`config.mk`:
```
export PLATFORM = sky130hd
export DESIGN_NAME = system_watchdog_timer
export DESIGN_NICKNAME = d
export VERILOG_FILES = /design/src/hw/watchdog_pkg.sv /design/src/hw/system_watchdog_timer.sv
export SDC_FILE = /design/constraint.sdc
export NUM_CORES = 1
export LEC_CHECK = 0
export BUFFER_PORTS_ARGS = -buffer_cell sky130_fd_sc_hd__buf_4
export CAP_MARGIN = 5
export CORE_ASPECT_RATIO = 1.25
export CORE_MARGIN = 1.5
export CORE_UTILIZATION = 35
export CTS_CLUSTER_DIAMETER = 60
export CTS_CLUSTER_SIZE = 24
export DETAILED_ROUTE_END_ITERATION = 8
export PLACE_DENSITY = 0.54
export SYNTH_ARGS = -nofsm -noshare
export SYNTH_HDL_FRONTEND = slang
export SYNTH_SLANG_ARGS = --single-unit
```
`constraint.sdc`:
```
create_clock -name sys_clk -period 6.01 [get_ports sys_clk]
set_clock_uncertainty 0.15 [all_clocks]
set_input_delay 0.601 -clock sys_clk [delete_from_list [all_inputs] [get_ports sys_clk]]
set_output_delay 0.601 -clock sys_clk [all_outputs]
set_load 0.01 [all_outputs]
```
`src/hw/watchdog_pkg.sv`:
```
// Purpose: shared constants and types for the system watchdog timer
// Assumes: 32-bit classic Wishbone slave, one aligned word per register
// Notes: register index times four gives the byte address

package watchdog_pkg;

  // ==========================================================
  // register map (index = printed offset, byte address = 4x)
  localparam logic [7:0] IDX_TIMEOUT_PERIOD = 8'h00;
  localparam logic [7:0] IDX_WATCHDOG_CONFIG = 8'h02;
  localparam logic [7:0] IDX_WATCHDOG_STATUS = 8'h04;
  localparam logic [7:0] IDX_COUNT_VALUE = 8'h06;
  localparam logic [7:0] IDX_IRQ_ROUTE_SELECT = 8'h38;
  localparam int ADDR_W = 10;

  // ==========================================================
  // reset values
  localparam logic [15:0] TIMEOUT_RESET = 16'h0000;
  localparam logic [15:0] CONFIG_RESET = 16'h0000;
  localparam logic [3:0] ROUTE_RESET = 4'h0;

  // ==========================================================
  // watchdog_config field positions
  localparam int CFG_PRESCALE_LSB = 0;
  localparam int CFG_FIRST_LSB = 4;
  localparam int CFG_REPEAT_LSB = 6;
  localparam int CFG_PD_BIT = 8;

  // watchdog_status bit positions
  localparam int STS_OVF_BIT = 0;
  localparam int STS_IRQ_BIT = 1;
  localparam int STS_SMI_BIT = 2;
  localparam int STS_RST_BIT = 3;

  // prescale codes: 0000 divides by 1 up to 1101 by 8192
  localparam logic [3:0] PRESCALE_MAX_CODE = 4'hD;
  localparam int DIV_W = 13;

  // ==========================================================
  // timing
  localparam int SYS_CLK_MHZ = 125;
  localparam int RESET_PULSE_NS = 1000;
  localparam int RESET_PULSE_CYC = (RESET_PULSE_NS * SYS_CLK_MHZ) / 1000;

  // expiry action encoding
  typedef enum logic [1:0] {
    ACT_NONE = 2'b00,
    ACT_IRQ = 2'b01,
    ACT_SMI = 2'b10,
    ACT_RESET = 2'b11
  } action_t;

  // countdown state
  typedef enum logic {
    WD_IDLE = 1'b0,
    WD_RUN = 1'b1
  } wd_state_t;

endpackage

```
`src/hw/system_watchdog_timer.sv`:
```
// Purpose: fail-safe watchdog with prescaled slow tick and two actions
// Assumes: slow_clk_32k is a free level input much slower than sys_clk
// Notes: registers reached over classic Wishbone, zero wait state + 1
//
// Behaviour
// - non-zero timeout write enables, loads counter, restarts countdown
// - expiry with overflow clear reloads timeout and keeps counting
// - disabled by system reset, zero timeout write, or repeat expiry
// - 16-bit down counter stepped by prescaled slow-clock tick
// - prescale code divides slow clock by two to the code power, codes above 13 by 8192
// - slow clock gated only while suspend low and power-down set
// - power-down bit cleared at power-on and suspend rising edge
// - first expiry produces the first expiry action
// - repeat expiry produces repeat action then stops the timer
// - action codes: none, interrupt, SMI, system reset
// - interrupt and SMI held until overflow flag is cleared
// - overflow and action fields cleared by power-on reset only
// - overflow set on expiry, cleared by power-on or writing one
// - asserted flags set at expiry for the chosen action, even with route zero, cleared with overflow flag
// - interrupt is active-low level request routed by route field
// - SMI output drives core logic SMI input zero
// - reset action requests full system reset from core logic
// - route code zero disables, others select an IRQ line

`timescale 1ns/1ps
`default_nettype none

module system_watchdog_timer
  import watchdog_pkg::*;
(
  // clock and power-on reset
  input wire logic sys_clk,
  input wire logic rst_b,
  // other system reset sources, level, synchronous
  input wire logic sys_reset_b,
  // slow clock and cpu suspend indication
  input wire logic slow_clk_32k,
  input wire logic cpu_suspend_ack_n,
  // wishbone slave
  input wire logic wb_cyc_i,
  input wire logic wb_stb_i,
  input wire logic wb_we_i,
  input wire logic [ADDR_W-1:0] wb_adr_i,
  input wire logic [3:0] wb_sel_i,
  input wire logic [31:0] wb_dat_i,
  output logic [31:0] wb_dat_o,
  output logic wb_ack_o,
  // event outputs
  output logic irq_req_n,
  output logic [3:0] irq_route_field,
  output logic core_smi_input_zero_n,
  output logic sys_reset_req
);

  // ==========================================================
  // reset release
  logic por_meta_b;
  logic por_b;

  // assert at once, release through two flops to avoid recovery races
  always_ff @(posedge sys_clk or negedge rst_b) begin
    if (!rst_b) begin
      por_meta_b <= 1'b0;
      por_b <= 1'b0;
    end else begin
      por_meta_b <= 1'b1;
      por_b <= por_meta_b;
    end
  end

  // ==========================================================
  // register bus decode
  logic ack_q;
  logic req;
  logic wr;
  logic [7:0] idx;
  logic hit_to;
  logic hit_cfg;
  logic hit_sts;
  logic hit_cnt;
  logic hit_route;

  assign req = wb_cyc_i & wb_stb_i & ~ack_q;
  assign wr = req & wb_we_i;
  assign idx = wb_adr_i[ADDR_W-1:2];
  assign wb_ack_o = ack_q;

  // address decode; unmapped words still ack, read zero, ignore writes
  always_comb begin
    hit_to = 1'b0;
    hit_cfg = 1'b0;
    hit_sts = 1'b0;
    hit_cnt = 1'b0;
    hit_route = 1'b0;
    if (idx == IDX_TIMEOUT_PERIOD) begin
      hit_to = 1'b1;
    end else if (idx == IDX_WATCHDOG_CONFIG) begin
      hit_cfg = 1'b1;
    end else if (idx == IDX_WATCHDOG_STATUS) begin
      hit_sts = 1'b1;
    end else if (idx == IDX_COUNT_VALUE) begin
      hit_cnt = 1'b1;
    end else if (idx == IDX_IRQ_ROUTE_SELECT) begin
      hit_route = 1'b1;
    end
  end

  // one ack per request, dropped the cycle after
  always_ff @(posedge sys_clk or negedge por_b) begin
    if (!por_b) begin
      ack_q <= 1'b0;
    end else begin
      ack_q <= req;
    end
  end

  // ==========================================================
  // software registers
  logic [15:0] timeout_q;
  logic [3:0] prescale_q;
  action_t first_act_q;
  action_t repeat_act_q;
  logic pd_q;
  logic [3:0] route_q;
  logic [15:0] wdata16;
  logic [15:0] to_merged;
  logic to_wr;
  logic susp_q;

  // byte-lane merge of a 16-bit register write
  function automatic logic [15:0] merge16(input logic [15:0] old,
                                          input logic [15:0] nw,
                                          input logic [1:0] sel);
    logic [15:0] res;
    res = old;
    if (sel[0]) begin
      res[7:0] = nw[7:0];
    end
    if (sel[1]) begin
      res[15:8] = nw[15:8];
    end
    return res;
  endfunction

  assign wdata16 = wb_dat_i[15:0];
  assign to_merged = merge16(timeout_q, wdata16, wb_sel_i[1:0]);
  assign to_wr = wr & hit_to & (|wb_sel_i[1:0]);

  // timeout period; other system resets clear it too
  always_ff @(posedge sys_clk or negedge por_b) begin
    if (!por_b) begin
      timeout_q <= TIMEOUT_RESET;
    end else if (!sys_reset_b) begin
      timeout_q <= TIMEOUT_RESET;
    end else if (to_wr) begin
      timeout_q <= to_merged;
    end
  end

  // prescale follows any system reset
  always_ff @(posedge sys_clk or negedge por_b) begin
    if (!por_b) begin
      prescale_q <= CONFIG_RESET[CFG_PRESCALE_LSB +: 4];
    end else if (!sys_reset_b) begin
      prescale_q <= CONFIG_RESET[CFG_PRESCALE_LSB +: 4];
    end else if (wr & hit_cfg & wb_sel_i[0]) begin
      prescale_q <= wb_dat_i[CFG_PRESCALE_LSB +: 4];
    end
  end

  // action fields survive every reset but power-on
  always_ff @(posedge sys_clk or negedge por_b) begin
    if (!por_b) begin
      first_act_q <= ACT_NONE;
      repeat_act_q <= ACT_NONE;
    end else if (wr & hit_cfg & wb_sel_i[0]) begin
      first_act_q <= action_t'(wb_dat_i[CFG_FIRST_LSB +: 2]);
      repeat_act_q <= action_t'(wb_dat_i[CFG_REPEAT_LSB +: 2]);
    end
  end

  // power-down bit; suspend release beats a same-cycle software set
  always_ff @(posedge sys_clk or negedge por_b) begin
    if (!por_b) begin
      susp_q <= 1'b1;
      pd_q <= CONFIG_RESET[CFG_PD_BIT];
    end else begin
      susp_q <= cpu_suspend_ack_n;
      if (cpu_suspend_ack_n & ~susp_q) begin
        pd_q <= 1'b0;
      end else if (wr & hit_cfg & wb_sel_i[1]) begin
        pd_q <= wb_dat_i[CFG_PD_BIT];
      end
    end
  end

  // interrupt routing, shared with other timer interrupts
  always_ff @(posedge sys_clk or negedge por_b) begin
    if (!por_b) begin
      route_q <= ROUTE_RESET;
    end else if (wr & hit_route & wb_sel_i[0]) begin
      route_q <= wb_dat_i[3:0];
    end
  end

  // ==========================================================
  // slow clock tick
  logic slow_meta;
  logic slow_sync;
  logic slow_prev;
  logic slow_edge;
  logic slow_run;
  logic [DIV_W-1:0] div_q;
  logic [DIV_W-1:0] div_top;
  logic tick;

  // two-flop sync, edge taken from the second stage only
  always_ff @(posedge sys_clk or negedge por_b) begin
    if (!por_b) begin
      slow_meta <= 1'b0;
      slow_sync <= 1'b0;
      slow_prev <= 1'b0;
    end else begin
      slow_meta <= slow_clk_32k;
      slow_sync <= slow_meta;
      slow_prev <= slow_sync;
    end
  end

  assign slow_run = cpu_suspend_ack_n | ~pd_q;
  assign slow_edge = slow_sync & ~slow_prev & slow_run;

  // reserved codes divide by the largest ratio
  always_comb begin
    if (prescale_q > PRESCALE_MAX_CODE) begin
      div_top = DIV_W'((1 << PRESCALE_MAX_CODE) - 1);
    end else begin
      div_top = DIV_W'((1 << prescale_q) - 1);
    end
  end

  assign tick = slow_edge & (div_q >= div_top);

  // power-of-two divider of gated slow edges
  always_ff @(posedge sys_clk or negedge por_b) begin
    if (!por_b) begin
      div_q <= '0;
    end else if (!sys_reset_b || to_wr) begin
      div_q <= '0;
    end else if (tick) begin
      div_q <= '0;
    end else if (slow_edge) begin
      div_q <= div_q + DIV_W'(1);
    end
  end

  // ==========================================================
  // countdown
  wd_state_t state_q;
  logic [15:0] count_q;
  logic expire;
  logic expire_first;
  logic expire_repeat;
  logic ovf_q;
  action_t act;

  assign expire = (state_q == WD_RUN) & tick & (count_q == 16'h0001);
  assign expire_first = expire & ~ovf_q;
  assign expire_repeat = expire & ovf_q;
  assign act = ovf_q ? repeat_act_q : first_act_q;

  // state and counter; a bus write outranks a tick in the same cycle
  always_ff @(posedge sys_clk or negedge por_b) begin
    if (!por_b) begin
      state_q <= WD_IDLE;
      count_q <= 16'h0000;
    end else if (!sys_reset_b) begin
      state_q <= WD_IDLE;
      count_q <= 16'h0000;
    end else if (to_wr) begin
      if (to_merged != 16'h0000) begin
        state_q <= WD_RUN;
        count_q <= to_merged;
      end else begin
        state_q <= WD_IDLE;
        count_q <= 16'h0000;
      end
    end else begin
      case (state_q)
        WD_IDLE: begin
          count_q <= count_q;
        end
        WD_RUN: begin
          if (expire_first) begin
            count_q <= timeout_q;
          end else if (expire_repeat) begin
            state_q <= WD_IDLE;
            count_q <= 16'h0000;
          end else if (tick) begin
            count_q <= count_q - 16'h0001;
          end
        end
        default: begin
          state_q <= WD_IDLE;
        end
      endcase
    end
  end

  // ==========================================================
  // overflow and asserted flags
  logic ovf_clr;
  logic irq_flag_q;
  logic smi_flag_q;
  logic rst_flag_q;
  logic [7:0] rst_cnt_q;

  // a same-cycle expiry wins over the software clear
  assign ovf_clr = wr & hit_sts & wb_sel_i[0] & wb_dat_i[STS_OVF_BIT]
                   & ~expire;

  // overflow: power-on reset only, write one to clear
  always_ff @(posedge sys_clk or negedge por_b) begin
    if (!por_b) begin
      ovf_q <= 1'b0;
    end else if (expire) begin
      ovf_q <= 1'b1;
    end else if (ovf_clr) begin
      ovf_q <= 1'b0;
    end
  end

  // irq and smi stay up until overflow is cleared
  always_ff @(posedge sys_clk or negedge por_b) begin
    if (!por_b) begin
      irq_flag_q <= 1'b0;
      smi_flag_q <= 1'b0;
      rst_flag_q <= 1'b0;
    end else if (expire) begin
      if (act == ACT_IRQ) begin
        irq_flag_q <= 1'b1;
      end
      if (act == ACT_SMI) begin
        smi_flag_q <= 1'b1;
      end
      if (act == ACT_RESET) begin
        rst_flag_q <= 1'b1;
      end
    end else if (ovf_clr) begin
      irq_flag_q <= 1'b0;
      smi_flag_q <= 1'b0;
      rst_flag_q <= 1'b0;
    end
  end

  // reset request is a fixed pulse, so it cannot lock the system in reset
  always_ff @(posedge sys_clk or negedge por_b) begin
    if (!por_b) begin
      rst_cnt_q <= 8'h00;
    end else if (expire && act == ACT_RESET) begin
      rst_cnt_q <= 8'(RESET_PULSE_CYC);
    end else if (rst_cnt_q != 8'h00) begin
      rst_cnt_q <= rst_cnt_q - 8'h01;
    end
  end

  // ==========================================================
  // outputs
  always_ff @(posedge sys_clk or negedge por_b) begin
    if (!por_b) begin
      irq_req_n <= 1'b1;
      irq_route_field <= ROUTE_RESET;
      core_smi_input_zero_n <= 1'b1;
      sys_reset_req <= 1'b0;
    end else begin
      irq_req_n <= ~(irq_flag_q & (route_q != 4'h0));
      irq_route_field <= route_q;
      core_smi_input_zero_n <= ~smi_flag_q;
      sys_reset_req <= (rst_cnt_q != 8'h00);
    end
  end

  // read data, registered with the ack
  logic [31:0] rdata;

  always_comb begin
    rdata = 32'h0000_0000;
    if (hit_to) begin
      rdata[15:0] = timeout_q;
    end else if (hit_cfg) begin
      rdata[CFG_PRESCALE_LSB +: 4] = prescale_q;
      rdata[CFG_FIRST_LSB +: 2] = first_act_q;
      rdata[CFG_REPEAT_LSB +: 2] = repeat_act_q;
      rdata[CFG_PD_BIT] = pd_q;
    end else if (hit_sts) begin
      rdata[STS_OVF_BIT] = ovf_q;
      rdata[STS_IRQ_BIT] = irq_flag_q;
      rdata[STS_SMI_BIT] = smi_flag_q;
      rdata[STS_RST_BIT] = rst_flag_q;
    end else if (hit_cnt) begin
      rdata[15:0] = count_q;
    end else if (hit_route) begin
      rdata[3:0] = route_q;
    end
  end

  always_ff @(posedge sys_clk or negedge por_b) begin
    if (!por_b) begin
      wb_dat_o <= 32'h0000_0000;
    end else if (req & ~wb_we_i) begin
      wb_dat_o <= rdata;
    end
  end

endmodule

`default_nettype wire

```
### Word level (Yosys, flattened, before mapping)

Index checks and enable logic that the tools add are counted.

* output and inout port bits: 40
* input bits: 54
* memory bits (writable): 0
* latch bits: 0
* logic and storage cells: 158
* bits in read-only memories: 0
* register bits: 101
* memories: 0

* multipliers: 0
* bitwise gates (word level): 35
* multiplexer cells: 59
* magnitude comparators: 2
* shift-type cells: 1
* add/subtract/negate cells: 4
* divide/modulo/power cells: 0
* eq/ne operators: 15
* reductions and logical operators: 16

Operator list (count)
* $mux W16: 10
* $mux W13: 4
* $mux W8: 4
* $mux W1: 31
* $and A1 B1 Y1: 24
* $mux W12: 2
* $mux W4: 5
* $eq A16 B1 Y1 const B: 1
* $eq A8 B3 Y1 const B: 2
* $reduce_bool A16 Y1: 1
* $sub A16 B1 Y16 const B: 1
* $add A13 B1 Y13 const B: 1
* $ge A13 B13 Y1: 1
* $shl A1 B4 Y13 const A: 1
* $sub A13 B2 Y13 const B: 1
* $ne A2 B1 Y1 const B: 5
* $not A1 Y1: 10
* $mux W9: 1
* $eq A8 B2 Y1 const B: 1
* $eq A8 B6 Y1 const B: 1
* $logic_not A8 Y1: 1
* $reduce_and A2 Y1: 4
* $reduce_bool A8 Y1: 1
* $sub A8 B1 Y8 const B: 1
* other kinds (15): 18

### Longest topological paths before layout

Gate-level depths: netlist of the first run.

* depth in word-level cells: 13
* mapped depth: 19
* depth with buffers taken out: 14

### Worst setup path after synthesis of the first run

Ideal clock, no wire load.

* path kind: reg-to-reg
* from: register prescale_q[0]
* to: register count_q[7]
* path buffers: 4
* cell stages (with the launch flop): 19
* path slack: 2.088 ns
* arrival time: 3.642 ns
* library setup time: 0.130 ns
* period minus slack after synthesis: 3.922 ns
* data required time: 5.730 ns
* cell sequence: dfrtp_1 -> clkbuf_1 -> or2_2 -> or3_1 -> ha_1 -> clkbuf_1 -> nor2_1 -> nand3_1 -> a21oi_1 -> a311oi_1 -> ha_1 -> o21ai_2 -> a2111oi_4 -> a221o_1 -> buf_6 -> nand2_2 -> buf_6 -> o41ai_1 -> o21ai_1

* word-level cells in the longest chain between the ends: 13
* elaborated cells between the ends (all ways): 17
* those cells by class: add/sub: 1; order compare: 2; eq/ne: 1; shift: 1; mux: 6; bitwise: 5; reduce/logical: 1

RTL lines
* start: declaration: line system_watchdog_timer.sv:120 `logic [3:0] prescale_q;`
* start signal: assignment: line system_watchdog_timer.sv:163 `prescale_q <= CONFIG_RESET[CFG_PRESCALE_LSB +: 4];`
* start signal: assignment: line system_watchdog_timer.sv:165 `prescale_q <= CONFIG_RESET[CFG_PRESCALE_LSB +: 4];`
* start signal: assignment: line system_watchdog_timer.sv:167 `prescale_q <= wb_dat_i[CFG_PRESCALE_LSB +: 4];`
* $shl A1 B4 Y13: line system_watchdog_timer.sv:238 `div_top = DIV_W'((1 << prescale_q) - 1);`
* $sub A13 B2 Y13: line system_watchdog_timer.sv:238
* $mux W13 (*): line system_watchdog_timer.sv:235 `if (prescale_q > PRESCALE_MAX_CODE) begin`
* $ge A13 B13 Y1 (*): line system_watchdog_timer.sv:242 `assign tick = slow_edge & (div_q >= div_top);`
* $and A1 B1 Y1 (*): line system_watchdog_timer.sv:242
* $and A1 B1 Y1 (2 in a row): line system_watchdog_timer.sv:267 `assign expire = (state_q == WD_RUN) & tick & (count_q == 16'h0001);`
* $and A1 B1 Y1: line system_watchdog_timer.sv:269 `assign expire_repeat = expire & ovf_q;`
* $mux W16: line system_watchdog_timer.sv:296 `end else if (expire_repeat) begin`
* $mux W16: line system_watchdog_timer.sv:294 `if (expire_first) begin`
* $mux W16: line system_watchdog_timer.sv:289 `case (state_q)`
* $mux W16: line system_watchdog_timer.sv:280 `end else if (to_wr) begin`
* $mux W16: line system_watchdog_timer.sv:277 `end else if (!sys_reset_b) begin`
* end signal: assignment: line system_watchdog_timer.sv:283 `count_q <= to_merged;`
* end signal: assignment: line system_watchdog_timer.sv:291 `count_q <= count_q;`
* end signal: assignment: line system_watchdog_timer.sv:295 `count_q <= timeout_q;`
* end: declaration: line system_watchdog_timer.sv:260 `logic [15:0] count_q;`

Mark *: on every way between the ends. The rest lies on a longest branch, timed or not. The select of a mux whose other input is x is not followed.
A chain may end at the register's enable or synchronous reset.

### Worst setup path after layout of the first run

* from: register prescale_q[1]
* to: register div_q[3]

* word-level cells in the longest chain between the ends: 7
* elaborated cells between the ends (all ways): 9
* those cells by class: add/sub: 1; order compare: 2; shift: 1; mux: 3; bitwise: 1; reduce/logical: 1

RTL lines
* $shl A1 B4 Y13: line system_watchdog_timer.sv:238
* $sub A13 B2 Y13: line system_watchdog_timer.sv:238
* $mux W13 (*): line system_watchdog_timer.sv:235
* $ge A13 B13 Y1 (*): line system_watchdog_timer.sv:242
* $and A1 B1 Y1 (*): line system_watchdog_timer.sv:242
* $mux W13: line system_watchdog_timer.sv:250 `end else if (tick) begin`
* $mux W13: line system_watchdog_timer.sv:248 `end else if (!sys_reset_b || to_wr) begin`
* end signal: assignment: line system_watchdog_timer.sv:253 `div_q <= div_q + DIV_W'(1);`
* end: declaration: line system_watchdog_timer.sv:213 `logic [DIV_W-1:0] div_q;`

Mark *: on every way between the ends. The rest lies on a longest branch, timed or not.

==> reports/results.tsv, run 1 <==
metric	value	unit
critical_path.top_delay_family	compound AO/OA/AOI/OAI gates	
drtPass1Iterations	5	
r2r-start	prescale_q[1]	
gp_congestion	0.889	
p_per_area	199	nW/µm²
postRouteAntennaNets	0	
met2_usage	32.8	%
clk_path_buf_depth	2	
crit_type	flip-flop to flip-flop	
drt_iter0_drc	352	
wl	18.0	mm
final_cell_mix	97 x dfrtp_1, 78 x nand2_1, 61 x buf_4	
top_usage_layer	met2	
ys_types	82	
worst-path-buf-inv	0	
drive_gt1_share	17.8	%
cp_cell_sequence	or2_2 > or3_1 > ha_1 > nor2_1 > nand3_1 > a21oi_1 > a311oi_1 > ha_1 > a211oi_2 > o21ai_1 > a221oi_2 > nand4_4 > o21ai_0 > a21o_1	
area_growth	12.2	%
timing.fmax	198	MHz
p_seq_share	49.4	%
core	18000	µm²
reg2reg_depth	14	
fp.dieW	124	µm
cts_tree	built	
via_per_inst	5.64	
cts_buffers	9	
hold_path.class	flip-flop to async pin	
final_nets	802	
async_flop_share	100	%
synth_area	6410	µm²
finalMaxSlewViolations	0	
finalSetupViolations	0	
track_usage	19.5	%
rrSetupSlack	960	ps
synthCells	696	
crit_path_end_kind	flip-flop	
crit_path_start_kind	flip-flop	
worst_pin_slew	1140	ps
slew_headroom	24.3	%
critPathArrivalTime	5190	ps
path_max_fanout	16	
fillers	1823	
clkSlewWorstSetupHoldPaths	70	ps
antennaDiodeCount	0	
ioPinCount	94	
insertion_delay	360	ps
switching_share	25.3	%
avgRoutedWirePerCell	18.7	µm
rsz0062_at_grt	no	
cts_resized	0	
period_needed	5050	ps
start_util	35.6	%
synth_top_area_cell	dfrtp_1	
antenna_found_initial	0	
clock-sinks	101	
cp_slowest_cell	a221oi_2	
post-route-period-util	83.9	%
ir_worst_vdd	0.000108	V
fp.dieArea	19100	µm²
max_stage_delay	940	ps
fp-row-count	55	
cts-root-buf	clkbuf_16	
rr_endpoint	div_q[3]	
synthFlopType	dfrtp_1	
dpl_worst_slack	1020	ps
h-tree-depth	3	
cp_common_cell	ha_1	
grt_pass1_vias	5400	
p_clk_share	42.2	%
dp_hpwl	13.2	mm
intPower	1070	µW
grtUsageMet1	23.7	%
layout.area.seq	2530	µm²
yosysWarningCount	0	
die_h	154	µm
seq_area_frac_synth	39.5	%
p_leak	0.00315	µW
global_route.usage.met3	3.47	%
grt_max_degree	62	
maxCapViolations	0	
synth-seq-cells	101	
finalWorstSetupSlack	965	ps
synth-edff-count	0	
hold_viol_final	0	
fin_setup_tns	0	ps
synth_area_leaders	dfrtp_1 38%, nand2_1 4.6%, mux2i_1 4.5%	
final_common_cell	dfrtp_1	
vias	5428	
syn_avg_cell_area	9.21	µm²
drc	0	
portBuffers	57	
grt-ovfl-total	0	
grt_pass1_wl	28.7	mm
power.switching	361	µW
comb_power_share	8.4	%
cp.required	6150	ps
outcome	completed	
multi_input_area	3510	µm²
synth.top_cell.area_share	38.3	%
Yosys cell counts (14+ instances only):
| library cell | number |
|---|---|
| mux2i_1 | 29 |
| buf_4 | 17 |
| and3_1 | 15 |
| inv_1 | 22 |
| ha_1 | 18 |
| nand2_1 | 78 |
| clkbuf_1 | 18 |
| nor2_1 | 55 |
| mux2_2 | 15 |
| o21ai_1 | 14 |
| dfrtp_1 | 98 |
| nand3_1 | 15 |
| o21ai_0 | 47 |
| a21oi_1 | 27 |
power groups by stage:
stage | Clock (µW) | Sequential [µW] | Combinational, µW
6_report | 603 | 706 | 120
5_1_grt | 651 | 709 | 132
4_1_cts | 621 | 706 | 121
3_5_place_dp | 0 | 720 | 120
3_3_place_gp | 0 | 719 | 118
2_1_floorplan | 0 | 728 | 59.2
stage by stage:
| step | cell area (µm²) | utilization, % | std cells | power, µW | hold slack [ps] |
|---|---|---|---|---|---|
| floorplan | 6470 | - | 711 | 787 | 155 |
| global route | 7190 | 39.9 | 963 | 1490 | 187 |
| detailed placement | 6880 | 38.2 | 946 | 840 | 179 |
| finish | 7190 | 39.9 | 963 | 1430 | 161 |
| global placement | 6880 | 38.2 | 946 | 837 | 174 |
| CTS | 7190 | 39.9 | 963 | 1450 | 185 |
cells by family (layout without fill, tap and decap cells):
family          count (synthesis)  in the layout  share of synthesized area (%)
simple gates                  262            262                           22.8
other cells                     2             17                          0.117
flops                         101            101                           39.5
buf+inv                        78            102                           6.58
mux                            44             44                           7.16
xor+xnor                       11             11                           1.50
fa+ha+maj                      18             18                           3.51
compound gates                180            180                           18.9
registers in the layout (all words and copies together), names as in the netlist, 2 cells and up:
register / count
wb_dat_o: 16
route_q: 4
div_q: 13
irq_route_field: 4
timeout_q: 16
count_q: 16
rst_cnt_q: 8
prescale_q: 4
first_act_q: 2
repeat_act_q: 2
worst max path at each step:
stage                             start  depth (start not counted)           to  slack [ps]
after floorplan           prescale_q[0]                         18   count_q[7]        2090
after global placement    prescale_q[1]                         14     div_q[9]        1300
after detailed placement  prescale_q[1]                         14     div_q[3]        1020
after CTS                 prescale_q[1]                         14     div_q[3]         990
after global routing      prescale_q[1]                         14  count_q[14]         640
final                     prescale_q[1]                         14     div_q[3]         960
layout make-up:
type,count,share of cell area [%]
well taps,228,3.97
clock buffers,9,3.13
repair buffers,62,6.51
multi-input cells,532,48.9
clock inverters,7,1.03
inverters,24,1.25
flip-flops and latches,101,35.2
routing by layer:
layer  vias to the layer above  share of wire, %
met5                         -                 0
met4                         0               3.4
met1                      2671                41
met3                        38               4.7
met2                       146                51
li1                       2573                 -
what timing repair did:
item,4_1_cts,5_1_grt
hold endpoints to repair,2,0
setup buffers,0,0
hold buffers,1,0
No activity file was read; power rests on OpenSTA's default activity.
==> run 2, diff against run 1 <==
- clock period: 6.01 -> 5.2 ns (I/O delays scaled with it)
==> run 2 against run 1 <==
  * Cell area is essentially flat
  * Non-clock buffer count up 3
  * Setup slack got worse by 500 ps
==> reports/results.tsv, run 2 (synthesis results as in run 1) <==
metric	value	unit
timing.fmax	211	MHz
antenna_found_initial	0	
whs	113	ps
maxCapViolations	0	
hold_viol_final	0	
fin_setup_tns	0	ps
period_needed	4740	ps
met3_length	808	µm
fillers	1815	
drt_iter0_drc	343	
ioPinCount	94	
rsz0062_at_grt	no	
fp.dieW	124	µm
outcome	completed	
clk_path_buf_depth	2	
finalWorstSetupSlack	460	ps
portBuffers	57	
drive_gt1_share	18.2	%
cts_resized	0	
postRouteAntennaNets	0	
insertion_delay	360	ps
hold_path.class	primary input to flip-flop	
crit_path_start_kind	flip-flop	
finalMaxSlewViolations	0	
clock-sinks	101	
crit_type	flip-flop to flip-flop	
post-route-period-util	91.1	%
cts_tree	built	
wl_met1	7.36	mm
start_util	35.6	%
path_max_fanout	16	
dpl_worst_slack	545	ps
layout.area.seq	2530	µm²
avgRoutedWirePerCell	18.4	µm
highest_layer	met4	
gp_congestion	0.904	
finalSetupViolations	0	
top_regs	count_q: 16 flops, timeout_q: 16 flops, wb_dat_o: 16 flops	
slew_headroom	41.8	%
fp.dieArea	19100	µm²
dpl_cell_area	6910	µm²
grt_pass1_wl	28.6	mm
die_h	154	µm
ir_worst_vdd	0.000150	V
grt-ovfl-total	0	
multi_input_area	3510	µm²
p_per_area	224	nW/µm²
worst_pin_slew	867	ps
cp.required	5290	ps
drtPass1Iterations	5	
final_nets	805	
h-tree-depth	3	
area_growth	12.3	%
wl	17.8	mm
track_usage	19.2	%
fin_util	39.9	%
final_cell_mix	97 x dfrtp_1, 78 x nand2_1, 64 x buf_4	
core	18000	µm²
cts-root-buf	clkbuf_16	
clkSlewWorstSetupHoldPaths	70	ps
fp-row-count	55	
final_common_cell	dfrtp_1	
via_per_inst	5.68	
antennaDiodeCount	0	
dp_hpwl	13.2	mm
cts_buffers	9	
drc	0	
grt_pass1_vias	5330	
p_leak	0.00315	µW
vias	5483	
grt_max_degree	67	
critPathArrivalTime	4830	ps
final_area	7200	µm²
met2_length	9.06	mm
crit_path_end_kind	flip-flop	
post_cts_buffers	0	
==> run 2: cell types whose count changed in the layout (fill, tap and decap cells not counted) <==
cell / delta
clkinv_4: -1
buf_4: +3
inv_6: +1
clkinvlp_4: +1
inv_8: +1
bufinv_16: -1
clkinv_2: -1
==> run 2: cell type report <==
| type | instances | share of cell area [%] |
|---|---|---|
| clock buffer | 9 | 3.13 |
| multi-input combinational | 532 | 48.8 |
| timing repair buffer | 65 | 6.81 |
| inverter | 24 | 1.25 |
| clock inverter | 7 | 0.800 |
| tap | 228 | 3.96 |
| sequential | 101 | 35.2 |
==> run 2: metal layers <==
metal  vias up  track usage, %
met1      2720            23.9
met5         -               0
met4         0            7.09
li1       2582               -
met2       144            33.3
met3        37            2.91
==> run 2: timing repair <==
| action | CTS | global route |
|---|---|---|
| setup endpoints to repair | 0 | 0 |
| hold buffers | 1 | 0 |
| hold endpoints to repair | 2 | 0 |
==> run 2: final timing paths <==
kind | slack (ps) | depth (start not counted) | from | to
worst max-delay path | 460 | 15 | prescale_q[1] | count_q[13]
worst min register to register | 130 | 0 | por_b | timeout_q[10]
worst min-delay path | 110 | 1 | slow_clk_32k | slow_meta
worst max register to register | 460 | 15 | prescale_q[1] | count_q[13]
min in group asynchronous | 130 | 0 | por_b | timeout_q[10]
max in group asynchronous | 3520 | 1 | por_b | first_act_q[1]
==> run 2: metrics by stage <==
stage	instances	power (µW)
CTS	966	1640
global route	966	1680
global placement	949	969
floorplan	711	910
finish	966	1610
detailed placement	949	971
==> run 2: critical path: stages (launching register included) <==
cell and delay, ps:
dfrtp_1 550, or2_2 410, or3_1 320, ha_1 300
nor2_1 280, nand3_1 110, a21oi_1 170, a311oi_1 70
ha_1 360, o21ai_2 100, a2111oi_4 430, a221oi_2 200
buf_4 220, nor3_4 580, mux2i_1 270, a21oi_1 90
==> run 2: report_power, final <==
part | leakage [µW] | total, µW | internal, µW | switching (µW)
clock | 0.000135 | 658 | 333 | 326
sequential | 0.00134 | 815 | 801 | 13.6
combinational | 0.00168 | 139 | 56.9 | 82.4
total | 0.00315 | 1610 | 1190 | 422
